[src/flash_poll_params.svh]
`ifndef FLASH_POLL_PARAMS_SVH
`define FLASH_POLL_PARAMS_SVH
// flash data bit positions
`define TOGGLE_BIT_POS   3
`define TIMEOUT_BIT_POS  2
`define WINDOW_BIT_POS   1
`define POLL_BIT_POS     4
`define TGL_IDX          6
`define FAIL_IDX         5
`define WIN_IDX          3
// command codes and unlock addresses
`define CMD_RESET        8'hF0
`define CMD_UNLOCK1      8'hAA
`define CMD_UNLOCK2      8'h55
`define CMD_PROGRAM      8'hA0
`define CMD_ERASE_SETUP  8'h80
`define CMD_SECTOR_ERASE 8'h30
`define ADDR_UNLOCK1     17'h0_0555
`define ADDR_UNLOCK2     17'h0_02AA
// bus timing
`define CLK_PERIOD_NS    100
`define STROBE_NS        100
`define STROBE_CYCLES    ((`STROBE_NS + `CLK_PERIOD_NS - 1) / `CLK_PERIOD_NS)
`define ERASE_GAP_US     50
`define ERASE_GAP_CYCLES ((`ERASE_GAP_US * 1000) / `CLK_PERIOD_NS)
`endif

[src/flash_poll_pkg.sv]
package flash_poll_pkg;
  typedef enum logic [1:0] {
    OP_READ,
    OP_PROGRAM,
    OP_SECTOR_ERASE,
    OP_RESET
  } op_e;
  typedef enum logic [1:0] {
    RES_OK,
    RES_FAIL,
    RES_REJECTED
  } result_e;
endpackage

[src/flash_bus_cycle.sv]
`timescale 1ns/100ps
`include "flash_poll_params.svh"
module flash_bus_cycle #(
  parameter int STROBE = `STROBE_CYCLES
) (
  input  wire logic        mclk_i,
  input  wire logic        resetn_i,
  input  wire logic        start_i,
  input  wire logic        write_i,
  input  wire logic [16:0] addr_i,
  input  wire logic [7:0]  wdata_i,
  input  wire logic [7:0]  dq_sync_i,
  output logic             done_o,
  output logic [7:0]       rdata_o,
  output logic [16:0]      fl_addr_o,
  output logic [7:0]       fl_dq_o,
  output logic             fl_dq_oe_o,
  output logic             fl_ce_n_o,
  output logic             fl_oe_n_o,
  output logic             fl_we_n_o
);
  // strobe phase, then three cycles for synchronised data to settle and be returned
  localparam int TOTAL = STROBE + 3;
  logic [7:0] cnt;
  logic       busy;
  logic       is_wr;
  wire        strobe_on = busy && (cnt < 8'(STROBE));
  wire        last      = busy && (cnt == 8'(TOTAL - 1));
  wire        sample    = busy && (cnt == 8'(TOTAL - 2));
  always_ff @(posedge mclk_i) begin
    if (!resetn_i) begin
      busy <= 1'b0;
      cnt <= 8'h00;
      is_wr <= 1'b0;
      fl_addr_o <= 17'h0_0000;
      fl_dq_o <= 8'h00;
      rdata_o <= 8'h00;
    end else if (start_i && !busy) begin
      busy <= 1'b1;
      cnt <= 8'h00;
      is_wr <= write_i;
      fl_addr_o <= addr_i;
      fl_dq_o <= wdata_i;
    end else if (busy) begin
      cnt <= cnt + 8'h01;
      if (sample && !is_wr)
        rdata_o <= dq_sync_i;
      if (last)
        busy <= 1'b0;
    end
  end
  assign done_o     = last;
  assign fl_dq_oe_o = busy && is_wr;
  assign fl_ce_n_o  = !strobe_on;
  assign fl_oe_n_o  = !(strobe_on && !is_wr);
  assign fl_we_n_o  = !(strobe_on && is_wr);
endmodule // flash_bus_cycle

[src/flash_status_poller.sv]
`timescale 1ns/100ps
`include "flash_poll_params.svh"
module flash_status_poller #(
  parameter int GAP_CYCLES = `ERASE_GAP_CYCLES
) (
  input  wire logic                        mclk_i,
  input  wire logic                        resetn_i,
  input  wire logic                        req_valid_i,
  input  wire flash_poll_pkg::op_e         req_op_i,
  input  wire logic [16:0]                 req_addr_i,
  input  wire logic [7:0]                  req_data_i,
  input  wire logic                        req_more_i,
  output logic                             req_ready_o,
  output logic                             done_o,
  output flash_poll_pkg::result_e          result_o,
  output logic [7:0]                       rdata_o,
  output logic [16:0]                      fl_addr_o,
  input  wire logic [7:0]                  fl_dq_i,
  output logic [7:0]                       fl_dq_o,
  output logic                             fl_dq_oe_o,
  output logic                             fl_ce_n_o,
  output logic                             fl_oe_n_o,
  output logic                             fl_we_n_o
);
  typedef enum logic [3:0] {
    IDLE, CMD, POLL_A, POLL_B, RECHK, RESET_WR, WIN_PRE, WIN_POST, FIN
  } state_e;
  state_e     state;
  logic [7:0] dq_meta;
  logic [7:0] dq_sync;
  logic [2:0] step;
  logic [2:0] nsteps;
  logic       first_tgl;
  logic       added;
  flash_poll_pkg::op_e op;
  logic [16:0] addr;
  logic [7:0]  data;
  logic        cyc_start;
  logic        cyc_write;
  logic [16:0] cyc_addr;
  logic [7:0]  cyc_wdata;
  logic        cyc_done;
  logic [7:0]  cyc_rdata;

  always_ff @(posedge mclk_i) begin
    dq_meta <= fl_dq_i;
    dq_sync <= dq_meta;
  end

  flash_bus_cycle u_cycle (
    .mclk_i     (mclk_i),
    .resetn_i   (resetn_i),
    .start_i    (cyc_start),
    .write_i    (cyc_write),
    .addr_i     (cyc_addr),
    .wdata_i    (cyc_wdata),
    .dq_sync_i  (dq_sync),
    .done_o     (cyc_done),
    .rdata_o    (cyc_rdata),
    .fl_addr_o  (fl_addr_o),
    .fl_dq_o    (fl_dq_o),
    .fl_dq_oe_o (fl_dq_oe_o),
    .fl_ce_n_o  (fl_ce_n_o),
    .fl_oe_n_o  (fl_oe_n_o),
    .fl_we_n_o  (fl_we_n_o)
  );

  // command sequence table, unlock pair then opcode
  wire is_erase = (op == flash_poll_pkg::OP_SECTOR_ERASE);
  logic [16:0] seq_addr;
  logic [7:0]  seq_data;
  always_comb begin
    seq_addr = `ADDR_UNLOCK1;
    seq_data = `CMD_UNLOCK1;
    case (step)
      3'd0: begin seq_addr = `ADDR_UNLOCK1; seq_data = `CMD_UNLOCK1; end
      3'd1: begin seq_addr = `ADDR_UNLOCK2; seq_data = `CMD_UNLOCK2; end
      3'd2: begin
        seq_addr = `ADDR_UNLOCK1;
        seq_data = is_erase ? `CMD_ERASE_SETUP : `CMD_PROGRAM;
      end
      3'd3: begin
        seq_addr = is_erase ? `ADDR_UNLOCK1 : addr;
        seq_data = is_erase ? `CMD_UNLOCK1 : data;
      end
      3'd4: begin seq_addr = `ADDR_UNLOCK2; seq_data = `CMD_UNLOCK2; end
      3'd5: begin seq_addr = addr; seq_data = `CMD_SECTOR_ERASE; end
      default: begin seq_addr = addr; seq_data = data; end
    endcase
  end

  wire tgl_changed = cyc_rdata[`TGL_IDX] != first_tgl;
  wire fail_high   = cyc_rdata[`FAIL_IDX];
  wire win_closed  = cyc_rdata[`WIN_IDX];
  wire in_write    = (state == CMD) || (state == RESET_WR);
  wire in_read     = (state == POLL_A) || (state == POLL_B) ||
                     (state == RECHK) || (state == WIN_PRE) ||
                     (state == WIN_POST);
  assign cyc_start = (in_write || in_read) && !cyc_done;
  assign cyc_write = in_write;
  assign cyc_addr  = (state == CMD) ? seq_addr : addr;
  assign cyc_wdata = (state == RESET_WR) ? `CMD_RESET : seq_data;
  assign req_ready_o = (state == IDLE);

  always_ff @(posedge mclk_i) begin
    if (!resetn_i) begin
      state <= IDLE;
      step <= 3'd0;
      nsteps <= 3'd0;
      first_tgl <= 1'b0;
      added <= 1'b0;
      op <= flash_poll_pkg::OP_READ;
      addr <= 17'h0_0000;
      data <= 8'h00;
      done_o <= 1'b0;
      result_o <= flash_poll_pkg::RES_OK;
      rdata_o <= 8'h00;
    end else begin
      done_o <= 1'b0;
      case (state)
        IDLE: if (req_valid_i) begin
          op <= req_op_i;
          addr <= req_addr_i;
          data <= req_data_i;
          added <= req_more_i && (req_op_i == flash_poll_pkg::OP_SECTOR_ERASE);
          case (req_op_i)
            flash_poll_pkg::OP_READ:  state <= FIN;
            flash_poll_pkg::OP_RESET: state <= RESET_WR;
            flash_poll_pkg::OP_PROGRAM: begin
              step <= 3'd0;
              nsteps <= 3'd3;
              state <= CMD;
            end
            default: begin
              step <= req_more_i ? 3'd5 : 3'd0;
              nsteps <= 3'd5;
              // added sector: check window before the command
              state <= req_more_i ? WIN_PRE : CMD;
            end
          endcase
        end
        WIN_PRE: if (cyc_done) begin
          if (win_closed) begin
            result_o <= flash_poll_pkg::RES_REJECTED;
            state <= FIN;
          end else
            state <= CMD;
        end
        CMD: if (cyc_done) begin
          if (step == nsteps)
            state <= added ? WIN_POST : POLL_A;
          else
            step <= step + 3'd1;
        end
        WIN_POST: if (cyc_done) begin
          // closed on the second check: last command maybe lost
          result_o <= win_closed ? flash_poll_pkg::RES_REJECTED
                                 : flash_poll_pkg::RES_OK;
          state <= FIN;
        end
        POLL_A: if (cyc_done) begin
          first_tgl <= cyc_rdata[`TGL_IDX];
          state <= POLL_B;
        end
        POLL_B: if (cyc_done) begin
          if (!tgl_changed) begin
            result_o <= flash_poll_pkg::RES_OK;
            state <= FIN;
          end else if (fail_high) begin
            first_tgl <= cyc_rdata[`TGL_IDX];
            state <= RECHK;
          end else
            first_tgl <= cyc_rdata[`TGL_IDX];
        end
        RECHK: if (cyc_done) begin
          if (tgl_changed) begin
            result_o <= flash_poll_pkg::RES_FAIL;
            state <= RESET_WR;
          end else begin
            result_o <= flash_poll_pkg::RES_OK;
            state <= FIN;
          end
        end
        RESET_WR: if (cyc_done) begin
          if (op == flash_poll_pkg::OP_RESET)
            result_o <= flash_poll_pkg::RES_OK;
          state <= FIN;
        end
        FIN: begin
          if (op == flash_poll_pkg::OP_READ)
            state <= POLL_B;
          else begin
            done_o <= 1'b1;
            state <= IDLE;
          end
        end
        default: state <= IDLE;
      endcase
      // plain read: one bus read, data returned as is
      if (state == POLL_B && op == flash_poll_pkg::OP_READ && cyc_done) begin
        rdata_o <= cyc_rdata;
        result_o <= flash_poll_pkg::RES_OK;
        done_o <= 1'b1;
        state <= IDLE;
      end else if (cyc_done && state != RESET_WR)
        rdata_o <= cyc_rdata;
    end
  end

  property p_ready_idle;
    @(posedge mclk_i) disable iff (!resetn_i)
      done_o |=> req_ready_o;
  endproperty
  a_ready_idle: assert property (p_ready_idle)
    else $error("not ready after done");
  property p_fail_reset;
    @(posedge mclk_i) disable iff (!resetn_i)
      (state == RECHK && cyc_done && tgl_changed) |=> state == RESET_WR;
  endproperty
  a_fail_reset: assert property (p_fail_reset)
    else $error("no reset after failure");
  property p_reset_code;
    @(posedge mclk_i) disable iff (!resetn_i)
      (state == RESET_WR && cyc_start) |=> fl_dq_o == `CMD_RESET;
  endproperty
  a_reset_code: assert property (p_reset_code)
    else $error("reset write code wrong");
  property p_stable_done;
    @(posedge mclk_i) disable iff (!resetn_i)
      (state == POLL_B && op != flash_poll_pkg::OP_READ && cyc_done
       && !tgl_changed) |=> state == FIN;
  endproperty
  a_stable_done: assert property (p_stable_done)
    else $error("stable toggle not treated as done");
  property p_rechk;
    @(posedge mclk_i) disable iff (!resetn_i)
      (state == POLL_B && op != flash_poll_pkg::OP_READ && cyc_done
       && tgl_changed && fail_high) |=> state == RECHK;
  endproperty
  a_rechk: assert property (p_rechk)
    else $error("timeout not rechecked");
  property p_win_rej;
    @(posedge mclk_i) disable iff (!resetn_i)
      (state == WIN_POST && cyc_done && win_closed)
        |=> result_o == flash_poll_pkg::RES_REJECTED;
  endproperty
  a_win_rej: assert property (p_win_rej)
    else $error("closed window not reported");
  property p_no_cmd_closed;
    @(posedge mclk_i) disable iff (!resetn_i)
      (state == WIN_PRE && cyc_done && win_closed) |=> state != CMD;
  endproperty
  a_no_cmd_closed: assert property (p_no_cmd_closed)
    else $error("command sent into closed window");
  property p_strobe_excl;
    @(posedge mclk_i) disable iff (!resetn_i)
      !(!fl_oe_n_o && !fl_we_n_o) && !(fl_dq_oe_o && !fl_oe_n_o);
  endproperty
  a_strobe_excl: assert property (p_strobe_excl)
    else $error("read and write strobes overlap");
  c_fail: cover property (@(posedge mclk_i)
    state == RECHK ##[1:40] state == RESET_WR);
  c_ok: cover property (@(posedge mclk_i)
    done_o && result_o == flash_poll_pkg::RES_OK);
  c_rej: cover property (@(posedge mclk_i)
    done_o && result_o == flash_poll_pkg::RES_REJECTED);
endmodule // flash_status_poller

[config.mk]
export PLATFORM = sky130hd
export DESIGN_NAME = flash_status_poller
export DESIGN_NICKNAME = d
export VERILOG_FILES = /design/src/flash_poll_pkg.sv /design/src/flash_bus_cycle.sv /design/src/flash_status_poller.sv
export VERILOG_INCLUDE_DIRS = /design/src
export SDC_FILE = /design/constraint.sdc
export NUM_CORES = 1
export LEC_CHECK = 0
export ABC_AREA = 1
export BUFFER_PORTS_ARGS = -buffer_cell sky130_fd_sc_hd__buf_2
export CAP_MARGIN = 25
export CORE_MARGIN = 8
export CORE_UTILIZATION = 40
export DETAILED_ROUTE_END_ITERATION = 8
export SETUP_SLACK_MARGIN = 0.5
export SYNTH_ARGS = -nofsm -noshare
export SYNTH_HDL_FRONTEND = slang
export SYNTH_SLANG_ARGS = --single-unit
[constraint.sdc]
create_clock -name mclk_i -period 1.8 [get_ports mclk_i]
set_input_delay 0.36 -clock mclk_i [delete_from_list [all_inputs] [get_ports mclk_i]]
set_output_delay 0.36 -clock mclk_i [all_outputs]
set_load 0.02 [all_outputs]
==> impl_results.md, run 1 <==
- # port buffers: 79
- Die Wd: 123 um
- Hold Path Depth: 1
- Initial core utilization: 40.6%
- GP Congestion: 0.881
- Row count: 39
- Clock Tree Root: clkbuf_16
- Synth top area cells: dfxtp_1, o21ai_0, nand2_1
- Syn Area/Cell: 7.87 um^2
- Hold-fix buffers, CTS: 0
- Combinational share of power: 54.4%
- Routing usage on met1: 21.6%
- Hold Crit Class: input port to flip-flop
- Synthesized flop and latch total: 109
- Period minus WS final: 1.64 ns
- Placed insts: 792
- Largest area contributor in the netlist: dfxtp_1
- Sw frac: 42.3%
- Worst r2r dst: state[1]
- Power per Cell Area: 1570 nW/um^2
- H-tree depth: 3
- Core area: 11300 um^2
- GRT Residual Overflow: 0
- Worst setup endpoint: state[1]
- RSZ-0062 raised after global routing: yes
- Final setup viols: 0
- FMAX: 608 MHz
- Setup TNS: 0 ns
- CP Class: flip-flop to flip-flop
- CP Capture Type: flip-flop
- DP HPWL: 8250 um
- Area grow syn2layout: 62.6%
- Fin crit share: 91.3%
- Skew-Pair Late Insertion Delay: 0.36 ns
- Clock skew: 0.00848 ns
- Clk pwr share: 16.7%
- Pin count of the biggest net entering global routing: 42
- Pint: 6.74 mW
- Final Hold Fails: 0
- Post-route ant nets: 0
- Syn Inst Count: 582
- Clk slew on worst S/H paths: 0.08 ns
- Worst-Margin Slew: 0.603 ns
- Final cell count without fillers: 886
- Routed vias/inst: 5.24
- Synthesized area: 4580 um^2
- Syn_nets: 634
- Unique masters post-synth: 40
- Worst setup SP type: flip-flop
- Pleak: 3.09 nW
- Via count: 4646
- Switch Pwr: 4.93 mW
- GRT Overall Usage: 18.0%
- Synth warn: 0
- Min Hold Slack: 0.100 ns
- Num ports: 80
- WL/cell: 17.1 um
- Num CTS Buffers: 9
- Relative slew slack: 59.8%
- Hold Crit Start: fl_dq_i[6]
- Yosys top cell area share: 47.7%
- GR Util met3: 3.74%
- Layout Nets: 790
- CP max FO: 5
- Worst R2R Start: u_cycle.cnt[5]
- Seq pwr share: 28.9%
- Worst setup path start: u_cycle.cnt[5]
- Register area share after synthesis: 47.7%
- Clock tree buffer depth: 2
- Crit path DAT: 1.92 ns
- Vias in the first global route: 4477
- 1st-pass router iterations: 4
- Worst EP required: 2.08 ns
- Max Cap Violations: 0
- VDD IR-drop max: 0.913 mV
- M2 GR Usage: 30.6%
- First-pass GRT wire length: 21600 um
- Commonest non-fill, non-tap cell in the layout: dfxtp_1
- R2r setup slk: 0.16 ns
- Most frequent cells in the layout: dfxtp_1, buf_2, nor2_1
- Slew Limit Fails: 0
- ANT cells: 0
- Worst reg2reg path depth: 11
- Initial antenna violation count: 0
- GR peak layer: met2
- Fraction of layout cells with a size suffix above 1: 56.7%
- CTS sink cnt: 109
- Routed WL: 15100 um
- DRC Markers: 0
- Power, Total: 11.7 mW
- CTS tree: yes
- Total die area: 15100 um^2
- DR iter-0 viols: 236
- Status: completed
- Util after Layout: 66.1%
- Die Span Y: 123 um
-- synth_stat cells, drive strengths merged --
library cell and number:
dfxtp 109, nand2 95, nor2 87, o21ai 81
inv 66, a21oi 63, nand3 17, ha 13
buf 12, clkbuf 7, nand4 7, nor3 5
a22oi 4, nand3b 3, a31oi 2, o31ai 2
xnor2 2, a211oi 1, and3 1, nor3b 1
o2111ai 1, o211ai 1, o21a 1, o22ai 1
-- worst max-delay path, cell delays in order, from the launching register on --
cell	delay, ns
dfxtp_2	0.35
nor2_4	0.12
nand3_2	0.10
buf_4	0.15
buf_6	0.12
nor2_4	0.19
nor2_4	0.07
nor2_4	0.10
nand2_4	0.08
nand2_1	0.08
nand2_1	0.06
nor2_1	0.13
-- stage by stage --
step / setup slack (ns) / area [um^2]
final: 0.156 / 7450
after floorplan: 0.446 / 4650
after detailed placement: 0.202 / 5170
after CTS: 0.196 / 6670
after global placement: 0.214 / 5170
after global routing: 0.0350 / 7450
-- layout make-up --
cell class | count | area, um^2
repair buffers | 163 | 1460
inverters | 66 | 305
multi-input cells | 388 | 2990
well taps | 143 | 179
fillers | 828 | 3820
clock inverters | 7 | 57.6
clock buffers | 9 | 225
flip-flops and latches | 109 | 2230
repair inverters | 1 | 5.00
-- routing by layer --
layer  wire length [um]  share of wire [%]
met1               6390                 42
met4                384                2.5
met2               7690                 51
met3                647                4.3
met5                  0                  0
-- how the worst min path moves through the flow --
| stage | endpoint |
|---|---|
| 6_report | dq_meta[6] |
| 5_1_grt | dq_meta[6] |
| 4_1_cts | dq_meta[6] |
| 3_5_place_dp | dq_sync[4] |
| 3_3_place_gp | dq_sync[0] |
| 2_1_floorplan | dq_sync[0] |
-- logic make-up after synthesis --
| logic type | count (synthesis) | share of synthesized area [%] |
|---|---|---|
| and+or+nand+nor | 216 | 21.9 |
| AOI/OAI and AO/OA | 157 | 18.6 |
| DFF | 109 | 47.7 |
| adders and majority gates | 13 | 3.55 |
| xor gates and xnor gates | 2 | 0.383 |
| buffers and inverters | 85 | 7.90 |
-- what timing repair did --
| item | CTS | global route |
|---|---|---|
| setup buffers | 45 | 22 |
| gates resized for setup | 202 | 175 |
| endpoints found under the setup margin | 97 | 98 |
| pin swaps | 47 | 67 |
| cloned | 9 | 2 |
-- registers in the layout (all words and copies together) (netlist names) --
name and cells:
done_o 1, u_cycle.rdata_o 8, u_cycle.busy 1, state 4, u_cycle.fl_addr_o 17, u_cycle.fl_dq_o 8, result_o 2, added 1
step 3, first_tgl 1, u_cycle.cnt 8, dq_sync 8, data 8, nsteps 3, addr 17, rdata_o 8
dq_meta 8, op 2, u_cycle.is_wr 1
-- power groups by stage --
stage | Sequential [mW] | Clock, mW | Combinational (mW)
2_1_floorplan | 3.51 | 0 | 2.24
3_3_place_gp | 3.30 | 0 | 3.28
3_5_place_dp | 3.30 | 0 | 3.31
4_1_cts | 3.31 | 1.96 | 5.35
5_1_grt | 3.43 | 2.07 | 6.74
6_report | 3.37 | 1.95 | 6.36
Power figures use the tool's default switching activity.
==> run 2: changes to the inputs <==
Settings changed: CTS_BUF_LIST from default to sky130_fd_sc_hd__clkbuf_2.
==> run 2 against run 1 <==
  * The run now ends with setup timing left
  * Critical path depth down 6
  * First-iteration DRC count up 50%
  * Highest routed layer unchanged
  * Final cell count up 5.4%
  * Worst hold slack worse by 0.019 ns
  * Worst setup slack worse by 0.33 ns
  * Die area unchanged
  * Via count up 4.5%
  * Largest power group unchanged
==> impl_results.md, run 2 (synthesis results as in run 1) <==
- Status: finished, violations left
- Failing checks: setup timing
- WL met3: 737 um (+14%)
- # port buffers: 79 (unchanged)
- Cell Chain, Critical Path: nor2_4, nand3_2, inv_2, nand4_1, buf_6
- GRT Overall Usage: 18.0% (about the same)
- Crit path depth: 5 (-6)
- H-tree depth: 3 (unchanged)
- DR iter-0 viols: 355 (+50%)
- Total die area: 15100 um^2 (unchanged)
- Area grow syn2layout: 74.0%
- Final Hold Fails: 0 (unchanged)
- Commonest non-fill, non-tap cell in the layout: buf_6
- R2r setup slk: 0.04 ns (-0.12 ns)
- Layout Nets: 838 (+6.1%)
- Clock skew: 0.0306 ns (+0.0221 ns)
- CTS tree: yes
- Final cell count without fillers: 934 (+5.4%)
- Relative slew slack: 64.2% (+4.3 points)
- Pin count of the biggest net entering global routing: 42 (unchanged)
- WL/cell: 16.7 um (-1.9%)
- Clock tree buffer depth: 2 (unchanged)
- Multi-input logic area: 2970 um^2 (-0.71%)
- Row count: 39 (unchanged)
- CP Class: flip-flop to output port
- Final WS setup: -0.170 ns (-0.326 ns)
- Worst setup SP type: flip-flop
- Crit-path slowest cell: dfxtp_2
- Routed vias/inst: 5.20 (-0.91%)
- Top Registers: addr x17, u_cycle.fl_addr_o x17
- Worst setup path start: u_cycle.cnt[7]
- Slew Limit Fails: 0 (unchanged)
- Pleak: 3.25 nW (+5.3%)
- Skew-Pair Late Insertion Delay: 0.63 ns (+0.27 ns)
- Post-route ant nets: 0 (unchanged)
- CP max FO: 3 (-2)
- Metal2 WL: 8150 um (+6.0%)
- Placed insts: 792 (unchanged)
- Vias in the first global route: 4514 (+0.83%)
- Fraction of layout cells with a size suffix above 1: 58.2% (+1.5 points)
- WP buf/inv: 2 (unchanged)
- RSZ-0062 raised after global routing: yes
- Num CTS Buffers: 9 (unchanged)
- # fillers: 754 (-8.9%)
- Hold Crit Class: input port to flip-flop
- Routed WL: 15600 um (+3.4%)
- CTS sink cnt: 109 (unchanged)
- Max Cap Violations: 0 (unchanged)
- Wl on met1: 6460 um (+1.1%)
- FMAX: 508 MHz (-17%)
- DP HPWL: 8250 um (unchanged)
- Die Wd: 123 um (unchanged)
- First-pass GRT wire length: 21800 um (+0.87%)
- Crit path DAT: 1.61 ns (-0.31 ns)
- Worst r2r dst: state[1]
- Worst-Margin Slew: 0.538 ns (-0.0650 ns)
- Num ports: 80 (unchanged)
- CP Capture Type: output port
- Final setup viols: 4 (+4)
- Initial core utilization: 40.6% (unchanged)
- Clock Tree Root: clkbuf_2
- Setup TNS: -0.523 ns (-0.523 ns)
- Worst R2R Start: state[1]
- Core area: 11300 um^2 (unchanged)
- Worst setup endpoint: fl_oe_n_o
- ANT cells: 0 (unchanged)
- Crit path max-delay family: flip-flops
- GRT Residual Overflow: 0 (unchanged)
- Worst reg2reg path depth: 15 (+4)
- Clk slew on worst S/H paths: 0.33 ns (+0.25 ns)
- Crit path largest cell delay: 0.42 ns (+0.07 ns)
- GP Congestion: 0.881 (unchanged)
- 1st-pass router iterations: 5 (+1)
- Fin crit share: 109% (+18 points)
- Area after DPL: 5170 um^2 (unchanged)
- Highest Signal Layer: met4
- Worst EP required: 1.44 ns (-0.64 ns)
- Via count: 4853 (+4.5%)
- Register area: 2260 um^2 (+1.6%)
- Power per Cell Area: 1440 nW/um^2 (-8.2%)
- Final Cell Area: 7970 um^2 (+7.0%)
- Initial antenna violation count: 0 (unchanged)
- Most frequent cells in the layout: buf_6, dfxtp_1, nand2_1
- VDD IR-drop max: 0.943 mV (+3.3%)
- Period minus WS final: 1.97 ns (+0.326 ns)
- Die Span Y: 123 um (unchanged)
- DRC Markers: 0 (unchanged)
run 2: cell types whose count changed in the layout (fill, tap and decap cells not counted), moves of 10 or more:
cell / change
dfxtp_1: -35
buf_2: -36
dlygate4sd3_1: +35
nor2_4: +10
buf_6: +50
o21ai_1: +20
o21ai_2: -15
dfxtp_2: +38
run 2: power breakdown:
group          switching [mW]  internal, mW
logic                    3.70          3.24
clock network           0.899         0.212
registers               0.408          3.01
total                    5.00          6.47
run 2: metal layers:
metal  track usage [%]  vias to the layer above
li1                  -                     2319
met1              21.8                     2366
met2              30.9                      133
met3              3.97                       35
met4              6.25                        0
met5                 0                        -
run 2: area by class of cell:
class / count / share of cell area (%)
timing repair buffer: 212 / 27.0
clock inverter: 7 / 0.722
sequential: 109 / 28.4
multi-input combinational: 388 / 37.3
inverter: 66 / 3.80
tap: 143 / 2.25
clock buffer: 9 / 0.565
run 2: per-stage QoR:
stage / utilization [%] / power, mW / setup slack, ns / hold WS (ns)
finish: 70.7 / 11.5 / -0.170 / 0.0812
global route: 70.7 / 12.0 / -0.251 / 0.0207
CTS: 63.6 / 10.0 / -0.149 / 0.00301
detailed placement: 45.9 / 6.61 / 0.202 / 0.312
global placement: 45.9 / 6.58 / 0.214 / 0.312
floorplan: - / 5.75 / 0.446 / 0.310
run 2: timing repair:
action | CTS | global route
pin swaps | 48 | 66
resized for setup | 346 | 141
setup endpoints to repair | 133 | 134
endpoints found under the hold margin | 33 | 2
cloned | 4 | 6
hold buffers | 33 | 2
buffers inserted | 58 | 23
run 2: worst min-delay path by stage:
stage	from	end	cells after the start
after floorplan	dq_meta[0]	dq_sync[0]	0
after global placement	dq_meta[0]	dq_sync[0]	0
after detailed placement	dq_meta[4]	dq_sync[4]	0
after CTS	req_data_i[2]	data[2]	3
after global routing	req_op_i[0]	op[0]	3
final	req_op_i[0]	op[0]	3
run 2: worst reg2reg max path, stage by stage (launching register included):
cell and delay [ns]:
dfxtp_4 0.43, buf_6 0.11, buf_6 0.10, buf_6 0.12
inv_6 0.06, nand2_8 0.07, nor2_8 0.15, buf_6 0.12
buf_6 0.11, nand2_8 0.07, nand2_4 0.10, inv_2 0.05
nand2_4 0.08, nand2_1 0.06, nand2_1 0.07, nor2_1 0.04
==> run 3: changes to the inputs <==
Settings changed: BUFFER_PORTS_ARGS -buffer_cell sky130_fd_sc_hd__buf_2 to default, DONT_BUFFER_PORTS from default to 1.
==> run 3 against run 2 <==
  * Sequential power is 11% higher
  * First-iteration DRC count is 12% lower
  * The flow finishes with violations (hold timing, setup timing)
  * Via count is 9.5% lower
  * Total power is 3.9% lower
  * Global-route usage is 0.38 points higher
  * Final cell count is 12% lower
==> impl_results.md, run 3 (synthesis results as in run 1) <==
- Status: finished, violations left
- Failing checks: hold timing, setup timing
- Clock tree buffer depth: 2 (unchanged)
- Clock skew: 0.0264 ns (-0.00418 ns)
- Most frequent cells in the layout: dfxtp_1, nand2_1, inv_1
- GRT Residual Overflow: 0 (unchanged)
- Post-route ant nets: 0 (unchanged)
- Final Hold Fails: 62 (+62)
- CTS sink cnt: 109 (unchanged)
- Total die area: 15100 um^2 (unchanged)
- Min Hold Slack: -0.234 ns (-0.315 ns)
- Die Span Y: 123 um (unchanged)
- Final setup viols: 3 (-1)
- GP Congestion: 0.864 (-1.9%)
- Vias in the first global route: 4341 (-3.8%)
- Routed vias/inst: 5.31 (+2.3%)
- First-pass GRT wire length: 21900 um (+0.25%)
- DP HPWL: 7930 um (-3.9%)
- Util after Layout: 63.9% (-6.8 points)
- Relative slew slack: 50.5% (-14 points)
- GRT Overall Usage: 18.4% (+0.38 points)
- Slew Limit Fails: 0 (unchanged)
- DR iter-0 viols: 313 (-12%)
- Fin crit share: 108% (-1.5 points)
- Initial core utilization: 40.6% (unchanged)
- Skew-Pair Late Insertion Delay: 0.64 ns (about the same)
- Placed insts: 710 (-10%)
- Fraction of layout cells with a size suffix above 1: 53.4% (-4.7 points)
- Area grow syn2layout: 57.2%
- Pre-CTS setup slack: 0.120 ns (-0.0824 ns)
- Worst-Margin Slew: 0.742 ns (+0.205 ns)
- Pleak: 2.79 nW (-14%)
- ANT cells: 0 (unchanged)
- Via count: 4390 (-9.5%)
- Core area: 11300 um^2 (unchanged)
- CP max FO: 3 (unchanged)
- Routed WL: 14500 um (-7.2%)
- DRC Markers: 0 (unchanged)
- Top Registers: addr x17, u_cycle.fl_addr_o x17
- Worst EP required: 1.44 ns (about the same)
- 1st-pass router iterations: 5 (unchanged)
- VDD IR-drop max: 0.925 mV (-1.9%)
- Period minus WS final: 1.94 ns (-0.0266 ns)
- Die Wd: 123 um (unchanged)
- CP Capture Type: output port
- RSZ-0062 raised after global routing: yes
- Row count: 39 (unchanged)
- CTS tree: yes
- Num CTS Buffers: 9 (unchanged)
- Clock Tree Root: clkbuf_2
- Layout Nets: 730 (-13%)
- Max Cap Violations: 0 (unchanged)
- Worst setup SP type: flip-flop
- Power per Cell Area: 1530 nW/um^2 (+6.4%)
- WL/cell: 17.5 um (+4.9%)
- Final cell count without fillers: 826 (-12%)
- # port buffers: 0 (-100%)
- Hold Crit Class: input port to flip-flop
- Pin count of the biggest net entering global routing: 64 (+52%)
- Crit path DAT: 1.58 ns (-0.03 ns)
- FMAX: 515 MHz (+1.4%)
- Initial antenna violation count: 0 (unchanged)
- CP Class: flip-flop to output port
- Clk slew on worst S/H paths: 0.35 ns (+0.02 ns)
- # fillers: 859 (+14%)
- Commonest non-fill, non-tap cell in the layout: dfxtp_1
- H-tree depth: 3 (unchanged)
- Power, Total: 11.0 mW (-3.9%)
- Final WS setup: -0.143 ns (+0.0266 ns)
- Num ports: 80 (unchanged)
-- run 3: cell types whose count changed in the layout (fill, tap and decap cells not counted), sizes merged --
cell / before / now
clkinvlp: 1 / 0
clkbuf: 14 / 9
dlygate4sd3: 35 / 17
inv: 67 / 68
buf: 172 / 87
-- run 3: final timing paths --
kind / start / end / slack (ns) / cells after the start
worst min register to register: dq_meta[1] / dq_sync[1] / 0.34 / 0
worst max-delay path: u_cycle.cnt[7] / fl_oe_n_o / -0.14 / 4
worst max register to register: u_cycle.busy / u_cycle.fl_addr_o[11] / 0.10 / 11
worst min-delay path: resetn_i / u_cycle.rdata_o[4] / -0.23 / 2
-- run 3: what timing repair did --
| action | in CTS | in global routing |
|---|---|---|
| endpoints found under the setup margin | 130 | 134 |
| cloned | 11 | 0 |
| hold endpoints to repair | 72 | 62 |
| buffers inserted | 57 | 15 |
| gates resized for setup | 346 | 87 |
| hold buffers | 16 | 1 |
| pin swaps | 62 | 59 |
-- run 3: worst max-delay path, cell delays in order (launching register included) --
cell and delay [ns]:
dfxtp_2 0.41, nor2_4 0.12, nand3_2 0.10, inv_2 0.08, nand4_1 0.25
-- run 3: where the power goes --
part,leakage (nW),internal (mW),switching [mW]
logic,1.78,2.84,3.18
clock network,0.0784,0.254,0.955
registers,0.931,3.08,0.726
-- run 3: layout make-up --
cell class / instances / area, um^2 / share of cell area [%]
clock inverters: 7 / 83.8 / 1.16
repair buffers: 104 / 1250 / 17.4
flip-flops and latches: 109 / 2360 / 32.7
well taps: 143 / 179 / 2.48
multi-input cells: 388 / 2990 / 41.6
inverters: 66 / 290 / 4.03
clock buffers: 9 / 45.0 / 0.626
-- run 3: layer usage --
metal  up-vias  wire length (um)  global-route usage (%)
met4         0               420                    6.70
met5         -                 0                       0
met3        39              1000                    5.98
met2       139              7220                    31.3
met1      2102              5850                    21.1
li1       2110                 -                       -
-- run 3: through the flow --
stage / hold slack (ns) / instance area [um^2] / TNS [ns]
final: -0.234 / 7200 / -0.382
after global routing: -0.297 / 7200 / -0.805
after CTS: -0.251 / 6730 / -0.429
after detailed placement: 0.312 / 4750 / 0
after global placement: 0.313 / 4750 / 0
after floorplan: 0.310 / 4650 / 0
